--- src/rtl/pipm_pkg.sv ---
// Constants, types and register map of the pin interrupt and pattern match unit
//----------------------------------------------------------------
// What this block does
// - Slice 6 condition lives in config bits 28:26, reset zero.
// - Slice 7 condition lives in config bits 31:29, reset zero.
// - Code 0x0: slice always contributes to its product term.
// - Code 0x1: match once a rising edge seen since last clear.
// - Code 0x2: match once a falling edge seen since last clear.
// - Code 0x3: match once any edge seen since last clear.
// - Sticky edges clear only on config or source-select writes.
// - Code 0x4: match while the selected input is high.
// - Code 0x5: match while the selected input is low.
// - Code 0x6: slice never matches.
// - Code 0x7: one-cycle match on any new edge.
// - Up to eight interrupt pins, each chosen by its own select register.
// - Pin interrupt registers are eight bits, bit n for select n.
// - Sense mode register picks edge or level per pin.
// - Rise and fall registers latch edges; writes clear and set them.
// - Status shows pending requests per pin; writes clear edge requests.
// - First enable: rise or level; second: fall or active level.
// - Set/clear-first writes set or clear first enable bits.
// - Edge pins: set/clear-second writes enable or disable falling edge.
// - Level pins: set/clear-second writes select high or low active.
// - Slice 7 is always an endpoint; others by their endpoint bit.
// - Pattern select bit routes product terms onto the pin interrupts.
//----------------------------------------------------------------
package pipm_pkg;

   localparam int unsigned PIN_COUNT = 32;
   localparam int unsigned SEL_W     = 5;
   localparam int unsigned CH        = 8;
   localparam int unsigned COND_W    = 3;
   localparam int unsigned ADDR_W    = 32;
   localparam int unsigned DATA_W    = 32;

   //----------------------------------------------------------------
   // Register offsets
   //----------------------------------------------------------------
   localparam logic [31:0] OFF_SENSE  = 32'hA000_4000;
   localparam logic [31:0] OFF_EN1    = 32'hA000_4004;
   localparam logic [31:0] OFF_SET1   = 32'hA000_4008;
   localparam logic [31:0] OFF_CLR1   = 32'hA000_400C;
   localparam logic [31:0] OFF_EN2    = 32'hA000_4010;
   localparam logic [31:0] OFF_SET2   = 32'hA000_4014;
   localparam logic [31:0] OFF_CLR2   = 32'hA000_4018;
   localparam logic [31:0] OFF_RISE   = 32'hA000_401C;
   localparam logic [31:0] OFF_FALL   = 32'hA000_4020;
   localparam logic [31:0] OFF_STATUS = 32'hA000_4024;
   localparam logic [31:0] OFF_PMCTL  = 32'hA000_4028;
   localparam logic [31:0] OFF_SRC    = 32'hA000_402C;
   localparam logic [31:0] OFF_CFG    = 32'hA000_4030;
   localparam logic [31:0] OFF_PSEL0  = 32'hA000_4040;

   //----------------------------------------------------------------
   // Field layout
   //----------------------------------------------------------------
   localparam int unsigned ENDPT_W     = 7;
   localparam int unsigned COND_LSB    = 8;
   localparam int unsigned SLICE6_CONDITION_LSB    = 26;
   localparam int unsigned SLICE7_CONDITION_LSB    = 29;
   localparam int unsigned SRC_LSB     = 8;
   localparam int unsigned PMCTL_SEL   = 0;
   localparam int unsigned PMCTL_TERMS = 24;
   localparam int unsigned PSEL_IDX_LSB = 2;
   localparam int unsigned PSEL_BLK_LSB = 5;

   //----------------------------------------------------------------
   // Condition codes
   //----------------------------------------------------------------
   localparam logic [2:0] COND_HIGH  = 3'h0;
   localparam logic [2:0] COND_RISE  = 3'h1;
   localparam logic [2:0] COND_FALL  = 3'h2;
   localparam logic [2:0] COND_EDGE  = 3'h3;
   localparam logic [2:0] COND_LVLH  = 3'h4;
   localparam logic [2:0] COND_LVLL  = 3'h5;
   localparam logic [2:0] COND_NEVER = 3'h6;
   localparam logic [2:0] COND_EVENT = 3'h7;

   //----------------------------------------------------------------
   // Types
   //----------------------------------------------------------------
   typedef struct packed {
      logic [ADDR_W-1:0] addr;
      logic [DATA_W-1:0] wdata;
      logic              wr;
      logic              rd;
   } pipm_bus_type;

   typedef struct packed {
      logic [PIN_COUNT-1:0]    pin_meta;
      logic [PIN_COUNT-1:0]    pin_sync;
      logic [CH-1:0]           sel_prev;
      logic [CH-1:0]           sl_prev;
      logic [CH*SEL_W-1:0]     pin_sel;
      logic [CH-1:0]           sense;
      logic [CH-1:0]           en1;
      logic [CH-1:0]           en2;
      logic [CH-1:0]           rise;
      logic [CH-1:0]           fall;
      logic [CH-1:0]           stk_r;
      logic [CH-1:0]           stk_f;
      logic [CH-1:0]           irq;
      logic                    pm_sel;
      logic [CH*COND_W-1:0]    src;
      logic [CH*COND_W-1:0]    cond;
      logic [ENDPT_W-1:0]      endpt;
      logic [DATA_W-1:0]       rdata;
   } pipm_state_type;

   localparam pipm_state_type STATE_RESET = '0;

endpackage

--- src/rtl/pipm_top.sv ---
// Pin interrupt and pattern match unit with plain register port
`timescale 1ns/1ps
module pipm_top (
   // Clock and reset
   input  wire logic                           clk_sys,
   input  wire logic                           rst_n,
   // Register port
   input  wire pipm_pkg::pipm_bus_type         bus_req,
   output logic [pipm_pkg::DATA_W-1:0]         bus_rdata,
   // Device pins
   input  wire logic [pipm_pkg::PIN_COUNT-1:0] pins_in,
   // Interrupt requests to the processor
   output logic [pipm_pkg::CH-1:0]             pin_irq
);

   localparam int unsigned CH = pipm_pkg::CH;
   localparam int unsigned SW = pipm_pkg::SEL_W;
   localparam int unsigned CW = pipm_pkg::COND_W;

   pipm_pkg::pipm_state_type s_r;
   pipm_pkg::pipm_state_type s_nxt;

   logic [CH-1:0]     sel_in;
   logic [CH-1:0]     rise_ev;
   logic [CH-1:0]     fall_ev;
   logic [CH-1:0]     sl_in;
   logic [CH-1:0]     sl_rise;
   logic [CH-1:0]     sl_fall;
   logic [CH-1:0]     sl_match;
   logic [CH-1:0]     endpt;
   logic [CH-1:0]     term;
   logic [CH-1:0]     status;
   logic [CW-1:0]     cond [CH];
   logic              acc;
   logic              wr_sense;
   logic              wr_en1;
   logic              wr_set1;
   logic              wr_clr1;
   logic              wr_en2;
   logic              wr_set2;
   logic              wr_clr2;
   logic              wr_rise;
   logic              wr_fall;
   logic              wr_stat;
   logic              wr_pmctl;
   logic              wr_src;
   logic              wr_cfg;
   logic              psel_hit;
   logic [2:0]        psel_idx;
   logic [CH-1:0]     wd8;

   //----------------------------------------------------------------
   // Address decode
   //----------------------------------------------------------------
   assign wd8      = bus_req.wdata[CH-1:0];
   assign wr_sense = bus_req.wr && bus_req.addr == pipm_pkg::OFF_SENSE;
   assign wr_en1   = bus_req.wr && bus_req.addr == pipm_pkg::OFF_EN1;
   assign wr_set1  = bus_req.wr && bus_req.addr == pipm_pkg::OFF_SET1;
   assign wr_clr1  = bus_req.wr && bus_req.addr == pipm_pkg::OFF_CLR1;
   assign wr_en2   = bus_req.wr && bus_req.addr == pipm_pkg::OFF_EN2;
   assign wr_set2  = bus_req.wr && bus_req.addr == pipm_pkg::OFF_SET2;
   assign wr_clr2  = bus_req.wr && bus_req.addr == pipm_pkg::OFF_CLR2;
   assign wr_rise  = bus_req.wr && bus_req.addr == pipm_pkg::OFF_RISE;
   assign wr_fall  = bus_req.wr && bus_req.addr == pipm_pkg::OFF_FALL;
   assign wr_stat  = bus_req.wr && bus_req.addr == pipm_pkg::OFF_STATUS;
   assign wr_pmctl = bus_req.wr && bus_req.addr == pipm_pkg::OFF_PMCTL;
   assign wr_src   = bus_req.wr && bus_req.addr == pipm_pkg::OFF_SRC;
   assign wr_cfg   = bus_req.wr && bus_req.addr == pipm_pkg::OFF_CFG;
   assign psel_hit = bus_req.addr[pipm_pkg::ADDR_W-1:pipm_pkg::PSEL_BLK_LSB]
                     == pipm_pkg::OFF_PSEL0[pipm_pkg::ADDR_W-1:pipm_pkg::PSEL_BLK_LSB]
                     && bus_req.addr[1:0] == 2'h0;
   assign psel_idx = bus_req.addr[pipm_pkg::PSEL_IDX_LSB +: 3];

   //----------------------------------------------------------------
   // Derived detection and matching
   //----------------------------------------------------------------
   always_comb begin
      for (int i = 0; i < CH; i++) begin
         // Only the synchronised copy is sampled
         sel_in[i] = s_r.pin_sync[s_r.pin_sel[i*SW +: SW]];
      end
      rise_ev = sel_in & ~s_r.sel_prev;
      fall_ev = ~sel_in & s_r.sel_prev;
      for (int i = 0; i < CH; i++) begin
         sl_in[i] = sel_in[s_r.src[i*CW +: CW]];
         cond[i]  = s_r.cond[i*CW +: CW];
      end
      sl_rise = sl_in & ~s_r.sl_prev;
      sl_fall = ~sl_in & s_r.sl_prev;
      for (int i = 0; i < CH; i++) begin
         unique case (cond[i])
            pipm_pkg::COND_HIGH:  sl_match[i] = 1'b1;
            pipm_pkg::COND_RISE:  sl_match[i] = s_r.stk_r[i];
            pipm_pkg::COND_FALL:  sl_match[i] = s_r.stk_f[i];
            pipm_pkg::COND_EDGE:  sl_match[i] = s_r.stk_r[i] | s_r.stk_f[i];
            pipm_pkg::COND_LVLH:  sl_match[i] = sl_in[i];
            pipm_pkg::COND_LVLL:  sl_match[i] = ~sl_in[i];
            pipm_pkg::COND_NEVER: sl_match[i] = 1'b0;
            pipm_pkg::COND_EVENT: sl_match[i] = sl_rise[i] | sl_fall[i];
         endcase
      end
      // Slice 7 closes the last term unconditionally
      endpt = {1'b1, s_r.endpt};
      acc   = 1'b1;
      for (int i = 0; i < CH; i++) begin
         acc     = acc & sl_match[i];
         term[i] = endpt[i] & acc;
         if (endpt[i]) begin
            acc = 1'b1;
         end
      end
      for (int i = 0; i < CH; i++) begin
         if (s_r.sense[i]) begin
            // Level: first enable gates, second picks active level
            status[i] = s_r.en1[i] & ~(sel_in[i] ^ s_r.en2[i]);
         end else begin
            status[i] = (s_r.rise[i] & s_r.en1[i]) | (s_r.fall[i] & s_r.en2[i]);
         end
      end
   end

   //----------------------------------------------------------------
   // Next state
   //----------------------------------------------------------------
   always_comb begin
      s_nxt          = s_r;
      s_nxt.pin_meta = pins_in;
      s_nxt.pin_sync = s_r.pin_meta;
      s_nxt.sel_prev = sel_in;
      s_nxt.sl_prev  = sl_in;

      if (wr_sense) begin
         s_nxt.sense = wd8;
      end
      if (wr_en1) begin
         s_nxt.en1 = wd8;
      end else if (wr_set1) begin
         s_nxt.en1 = s_r.en1 | wd8;
      end else if (wr_clr1) begin
         s_nxt.en1 = s_r.en1 & ~wd8;
      end
      if (wr_en2) begin
         s_nxt.en2 = wd8;
      end else if (wr_set2) begin
         s_nxt.en2 = s_r.en2 | wd8;
      end else if (wr_clr2) begin
         s_nxt.en2 = s_r.en2 & ~wd8;
      end

      // Writes load the edge latches; a new edge wins
      if (wr_rise) begin
         s_nxt.rise = wd8;
      end else if (wr_stat) begin
         s_nxt.rise = s_r.rise & ~(wd8 & ~s_r.sense);
      end
      if (wr_fall) begin
         s_nxt.fall = wd8;
      end else if (wr_stat) begin
         s_nxt.fall = s_r.fall & ~(wd8 & ~s_r.sense);
      end
      s_nxt.rise = s_nxt.rise | rise_ev;
      s_nxt.fall = s_nxt.fall | fall_ev;

      if (wr_pmctl) begin
         s_nxt.pm_sel = bus_req.wdata[pipm_pkg::PMCTL_SEL];
      end
      if (wr_src) begin
         s_nxt.src = bus_req.wdata[pipm_pkg::SRC_LSB +: CH*CW];
      end
      if (wr_cfg) begin
         s_nxt.endpt = bus_req.wdata[pipm_pkg::ENDPT_W-1:0];
         s_nxt.cond  = bus_req.wdata[pipm_pkg::COND_LSB +: CH*CW];
      end
      if (psel_hit && bus_req.wr) begin
         s_nxt.pin_sel[psel_idx*SW +: SW] = bus_req.wdata[SW-1:0];
      end

      // Sticky edges: only these two writes clear, an edge wins
      s_nxt.stk_r = ((wr_cfg || wr_src) ? '0 : s_r.stk_r) | sl_rise;
      s_nxt.stk_f = ((wr_cfg || wr_src) ? '0 : s_r.stk_f) | sl_fall;

      s_nxt.irq = s_r.pm_sel ? term : status;

      s_nxt.rdata = '0;
      if (bus_req.rd) begin
         if (psel_hit) begin
            s_nxt.rdata[SW-1:0] = s_r.pin_sel[psel_idx*SW +: SW];
         end else begin
            unique case (bus_req.addr)
               pipm_pkg::OFF_SENSE:  s_nxt.rdata[CH-1:0] = s_r.sense;
               pipm_pkg::OFF_EN1:    s_nxt.rdata[CH-1:0] = s_r.en1;
               pipm_pkg::OFF_EN2:    s_nxt.rdata[CH-1:0] = s_r.en2;
               pipm_pkg::OFF_RISE:   s_nxt.rdata[CH-1:0] = s_r.rise;
               pipm_pkg::OFF_FALL:   s_nxt.rdata[CH-1:0] = s_r.fall;
               pipm_pkg::OFF_STATUS: s_nxt.rdata[CH-1:0] = status;
               pipm_pkg::OFF_PMCTL: begin
                  s_nxt.rdata[pipm_pkg::PMCTL_SEL]        = s_r.pm_sel;
                  s_nxt.rdata[pipm_pkg::PMCTL_TERMS +: CH] = term;
               end
               pipm_pkg::OFF_SRC:    s_nxt.rdata[pipm_pkg::SRC_LSB +: CH*CW] = s_r.src;
               pipm_pkg::OFF_CFG: begin
                  s_nxt.rdata[pipm_pkg::ENDPT_W-1:0]       = s_r.endpt;
                  s_nxt.rdata[pipm_pkg::COND_LSB +: CH*CW] = s_r.cond;
               end
               default:              s_nxt.rdata = '0;
            endcase
         end
      end
   end

   //----------------------------------------------------------------
   // State register
   //----------------------------------------------------------------
   always_ff @(posedge clk_sys) begin
      if (!rst_n) begin
         s_r <= pipm_pkg::STATE_RESET;
      end else begin
         s_r <= s_nxt;
      end
   end

   assign bus_rdata = s_r.rdata;
   assign pin_irq   = s_r.irq;
endmodule // pipm_top

--- config.mk ---
export PLATFORM = sky130hd
export DESIGN_NAME = pipm_top
export DESIGN_NICKNAME = d
export VERILOG_FILES = /design/src/rtl/pipm_pkg.sv /design/src/rtl/pipm_top.sv
export SDC_FILE = /design/constraint.sdc
export NUM_CORES = 1
export LEC_CHECK = 0
export ABC_AREA = 1
export ABC_CLOCK_PERIOD_IN_PS = 7750
export BUFFER_PORTS_ARGS = -buffer_cell sky130_fd_sc_hd__buf_2
export CAP_MARGIN = 20
export CORE_ASPECT_RATIO = 0.75
export CORE_MARGIN = 10
export CORE_UTILIZATION = 48
export CTS_CLUSTER_SIZE = 24
export DETAILED_ROUTE_END_ITERATION = 10
export HOLD_SLACK_MARGIN = 0.06
export PLACE_DENSITY = 0.69
export RECOVER_POWER = 25
export SYNTH_ARGS = -nofsm -noshare
export SYNTH_HDL_FRONTEND = slang
export SYNTH_SLANG_ARGS = --single-unit
--- constraint.sdc ---
create_clock -name clk_sys -period 7.75 [get_ports clk_sys]
set_clock_uncertainty 0.15 [all_clocks]
set_input_delay 1.55 -clock clk_sys [delete_from_list [all_inputs] [get_ports clk_sys]]
set_output_delay 1.55 -clock clk_sys [all_outputs]
set_load 0.1 [all_outputs]
==> flow_results.org <==
** Placement
- Post-DP Area :: 0.0156 mm^2
- Buffers placed on the I/O ports in this run total 139.
- Routability-driven placement finished with a final weighted congestion of 1.00.
- Dpl hpwl :: 39.9 mm
- Once placement completed, the tool counted placed cells totaling 2712.

** Synth
- Post-synthesis sequential area ratio :: 35.6%
- Netlist Area Pre-Place :: 0.0153 mm^2
- Async SR Flop Fraction :: 0%
- Syn avg cell area :: 6.57 um^2
- Number of distinct standard cells referenced by the synthesized netlist :: 54
- Counting flops and latches in the post-synthesis netlist gives 272.
- Primary FF master, synth :: sky130_fd_sc_hd__dfxtp_1
- The synthesized design contains 0 enable-type register cells.
- Cells after synthesis :: 2330
- Total nets after synthesis :: 2450
- During synthesis, Yosys emitted a total of 0 warnings.

** CTS
- CTS Sinks :: 272
- Buffers inserted to repair hold after CTS numbered 0.
- Clock tree root buffer cell :: sky130_fd_sc_hd__clkbuf_16
- Number of levels the H-tree was split into :: 1
- Worst-case clock buffer depth :: 3
- Number of buffers inserted by post-CTS setup repair :: 0
- Number of gates resized after cts :: 0
- After clock tree synthesis, the clock-pin slew on the worst setup and hold paths is 0.07 ns.
- Inserted Clock Buffers :: 28
- Clock latency on the worst-skew pair :: 0.58 ns
- TritonCTS built the clock tree.

** GRT
- Summed over all layers, the global routing overflow is 0.
- The via count of the first global-routing pass is 14589.
- Maximum number of pins on one net before global-route repair :: 71
- The initial antenna violation count came to 3.
- The first global-routing pass estimated 83.3 mm of wire.
- GRT Overall Usage :: 26.5%

** Timing
- Worst slew margin :: -89.8%
- Final number of setup-violating endpoints :: 0
- Setup repair after global routing left no endpoint under its margin.
- Pins over their slew limit :: 115
- Total Negative Setup Slacks :: 0 ns
- Counting I/O delays and the setup requirement, the final critical path takes 5.49 ns.
- Post-route clock period utilization :: 70.8%
- Highest clock rate :: 0.182 GHz
- Actual transition at the worst max-transition pin :: 2.85 ns
- Final Hold Viols :: 0
- Final worst hold slack :: 0.260 ns

** Cells and area
- Excluding fillers, the count of instances in the completed layout stands at 2766.
- Fill cell total of the finished layout :: 3112
- Cells with a size suffix above 1 make up 10.3% of the layout.
- Final Instance Area :: 0.0166 mm^2
- From synthesis to final layout, the design area changed by 8.63%.
- Nets :: 2456
- Most frequent cells in the layout :: 565 x sky130_fd_sc_hd__nand2_1, 301 x sky130_fd_sc_hd__inv_1, 282 x sky130_fd_sc_hd__nand3_1
- The library cell used most frequently in the layout, excluding fill and tap cells, is sky130_fd_sc_hd__nand2_1.

** Status
- The final reports fail on capacitance limit, slew limit.
- The flow ran to the end, but the final reports show violations.

** Setup path
- STA classifies the critical path startpoint as an input port.
- STA classifies the critical path endpoint as a register.
- Kind of cell with the highest combined delay on the critical path :: buffers and inverters
- Traced cell by cell, the critical path runs through clkbuf_1 > clkbuf_1 > o21ai_0 > a21oi_1.
- Number of cells on the critical path :: 4
- Maximum net fanout on the critical path :: 69
- Counting both buffers and inverters, the worst setup path holds a total of 2.
- R2R Setup Slk :: 3.29 ns
- Crit path required time :: 8.08 ns
- In this run the critical register-to-register path is captured at bus_rdata[31].
- Setup Crit Path Kind :: in2reg
- The cell that appears most often on the critical path is sky130_fd_sc_hd__clkbuf_1.
- Number of cells on the worst reg-to-reg path :: 31
- Crit path max-delay cell type :: sky130_fd_sc_hd__clkbuf_1
- The worst register-to-register path begins at s_r[152].
- Data arrival time of the critical path :: 5.82 ns
- For this run, the slowest stage of the critical path takes 2.09 ns.

** Die
- Row generation in the floorplan step produced 56 rows.
- Die outline width :: 226 um
- For this configuration, the core starts out at a cell density of 48.9%.
- The die covers 0.0395 mm^2.
- Die outline height :: 175 um
- During I/O placement, the number of pins put on the boundary was 140.
- Standard cell core area :: 0.0313 mm^2

** Drt
- The detail route stage leaves a number of antenna-violating nets equal to 0.
- For this block, the initial DRC count from the detailed router was 2096.
- Final WL :: 53.7 mm
- In the routed design, unresolved DRC markers number 0.
- Across all layers, the routed design uses 15827 vias.
- After detailed routing, the number of vias per cell comes to 5.72.
- Dividing the detail-routed wire length by the instance count gives 19.4 um.
- The first TritonRoute pass finished after 8 iterations.

** Power and ir drop
- Total power :: 3.19 mW
- Maximum resistive drop on vdd :: 0.000156 V
- Power spread over the standard cell area amounts to 192 mW/mm^2.
- Leak Pwr :: 6.97 nW

** Min path
- Min-Delay Path Depth :: 2
- Hold Startpoint :: s_nxt[224]
- The worst hold path terminates at s_r[224].
- In this run the worst hold path is classified as reg2reg.

** Flow run
- Max Cap Violations :: 2
[worst max path at each step]
stage | start | end | slack, ns
after global placement | bus_req[43] | s_r[151] | 2.50
after floorplan | bus_req[36] | s_r[100] | 3.36
after CTS | bus_req[43] | s_r[151] | 2.93
after detailed placement | bus_req[43] | s_r[151] | 2.38
final | rst_n | pin_irq[1] | 2.26
after global routing | rst_n | pin_irq[7] | 1.81
[layer usage]
layer / share of wire, % / wire length (um) / track usage (%)
met5: 0.015 / 8 / 0
met4: 1.9 / 995 / 5.69
met3: 14 / 7700 / 7.90
met2: 38 / 20600 / 35.9
met1: 45 / 24400 / 39.9
[power breakdown]
| part | total (mW) | internal [mW] | switching (mW) |
|---|---|---|---|
| Clock | 1.54 | 0.915 | 0.621 |
| Sequential | 1.46 | 1.42 | 0.0361 |
| Combinational | 0.196 | 0.0645 | 0.131 |
| Total | 3.19 | 2.40 | 0.789 |
[state kept, by name, summed over array words and instances (netlist names), named ones only]
register / count
s_r: 153
bus_rdata: 32
pin_irq: 8
cond: 24
s_nxt: 32
endpt: 7
[layout make-up]
cell class / instances / area (um^2) / area share [%]
multi-input cells: 1560 / 7620 / 45.8
diodes: 2 / 5.00 / 0.0301
well taps: 406 / 508 / 3.06
clock buffers: 34 / 773 / 4.65
flip-flops and latches: 272 / 5450 / 32.8
inverters: 326 / 1250 / 7.51
repair buffers: 148 / 748 / 4.50
clock inverters: 18 / 275 / 1.66
[logic make-up (layout without fill, tap and decap cells)]
| family | after synthesis | count (layout) | synth area share, % |
|---|---|---|---|
| simple gates | 1110 | 1110 | 31.3 |
| other cells | 0 | 2 | 0 |
| buf+inv | 498 | 526 | 14.6 |
| compound gates | 429 | 429 | 16.7 |
| flops | 272 | 272 | 35.6 |
| xor+xnor | 1 | 1 | 0.0572 |
| fa+ha+maj | 20 | 20 | 1.64 |
[through the flow]
stage / worst slack, ns / util, %
2_1_floorplan: 3.36 / -
3_3_place_gp: 2.50 / 49.8
3_5_place_dp: 2.38 / 49.8
4_1_cts: 2.93 / 53.1
5_1_grt: 1.81 / 53.1
6_report: 2.26 / 53.1
[worst min-delay path, stage by stage, from the launching register on]
cell and delay, ns:
sky130_fd_sc_hd__dfxtp_1 0.30, sky130_fd_sc_hd__nand2_1 0.05, sky130_fd_sc_hd__inv_1 0.04
[synthesized netlist by cell type (3+ instances only)]
cell,number,area share (%)
sky130_fd_sc_hd__a2111oi_0,5,0.29
sky130_fd_sc_hd__o21ai_0,121,4.0
sky130_fd_sc_hd__inv_1,302,7.4
sky130_fd_sc_hd__inv_4,4,0.16
sky130_fd_sc_hd__nand2_1,565,14
sky130_fd_sc_hd__nor3_1,29,0.95
sky130_fd_sc_hd__nor4_1,12,0.49
sky130_fd_sc_hd__o21ai_1,4,0.13
sky130_fd_sc_hd__nand4_1,7,0.29
sky130_fd_sc_hd__a21boi_0,3,0.15
sky130_fd_sc_hd__inv_2,10,0.25
sky130_fd_sc_hd__dfxtp_1,272,36
sky130_fd_sc_hd__a21oi_1,134,4.4
sky130_fd_sc_hd__o2111ai_1,6,0.34
sky130_fd_sc_hd__o21a_1,5,0.25
sky130_fd_sc_hd__a221oi_1,12,0.69
sky130_fd_sc_hd__a211oi_1,68,3.3
sky130_fd_sc_hd__buf_2,31,1.0
sky130_fd_sc_hd__clkinv_1,8,0.20
sky130_fd_sc_hd__nor2_1,174,4.3
sky130_fd_sc_hd__nand2_2,11,0.45
sky130_fd_sc_hd__a311oi_1,8,0.46
sky130_fd_sc_hd__a31oi_1,16,0.65
sky130_fd_sc_hd__o22ai_1,37,1.5
sky130_fd_sc_hd__nand2_4,4,0.29
sky130_fd_sc_hd__buf_4,46,2.3
sky130_fd_sc_hd__nand3_2,15,0.98
sky130_fd_sc_hd__buf_6,16,1.2
sky130_fd_sc_hd__nand3b_1,3,0.15
sky130_fd_sc_hd__clkbuf_1,67,1.6
sky130_fd_sc_hd__nand3_1,282,9.2
sky130_fd_sc_hd__ha_1,20,1.6
sky130_fd_sc_hd__clkbuf_2,3,0.098
sky130_fd_sc_hd__buf_1,8,0.20
(Power assumes the default switching activity.)
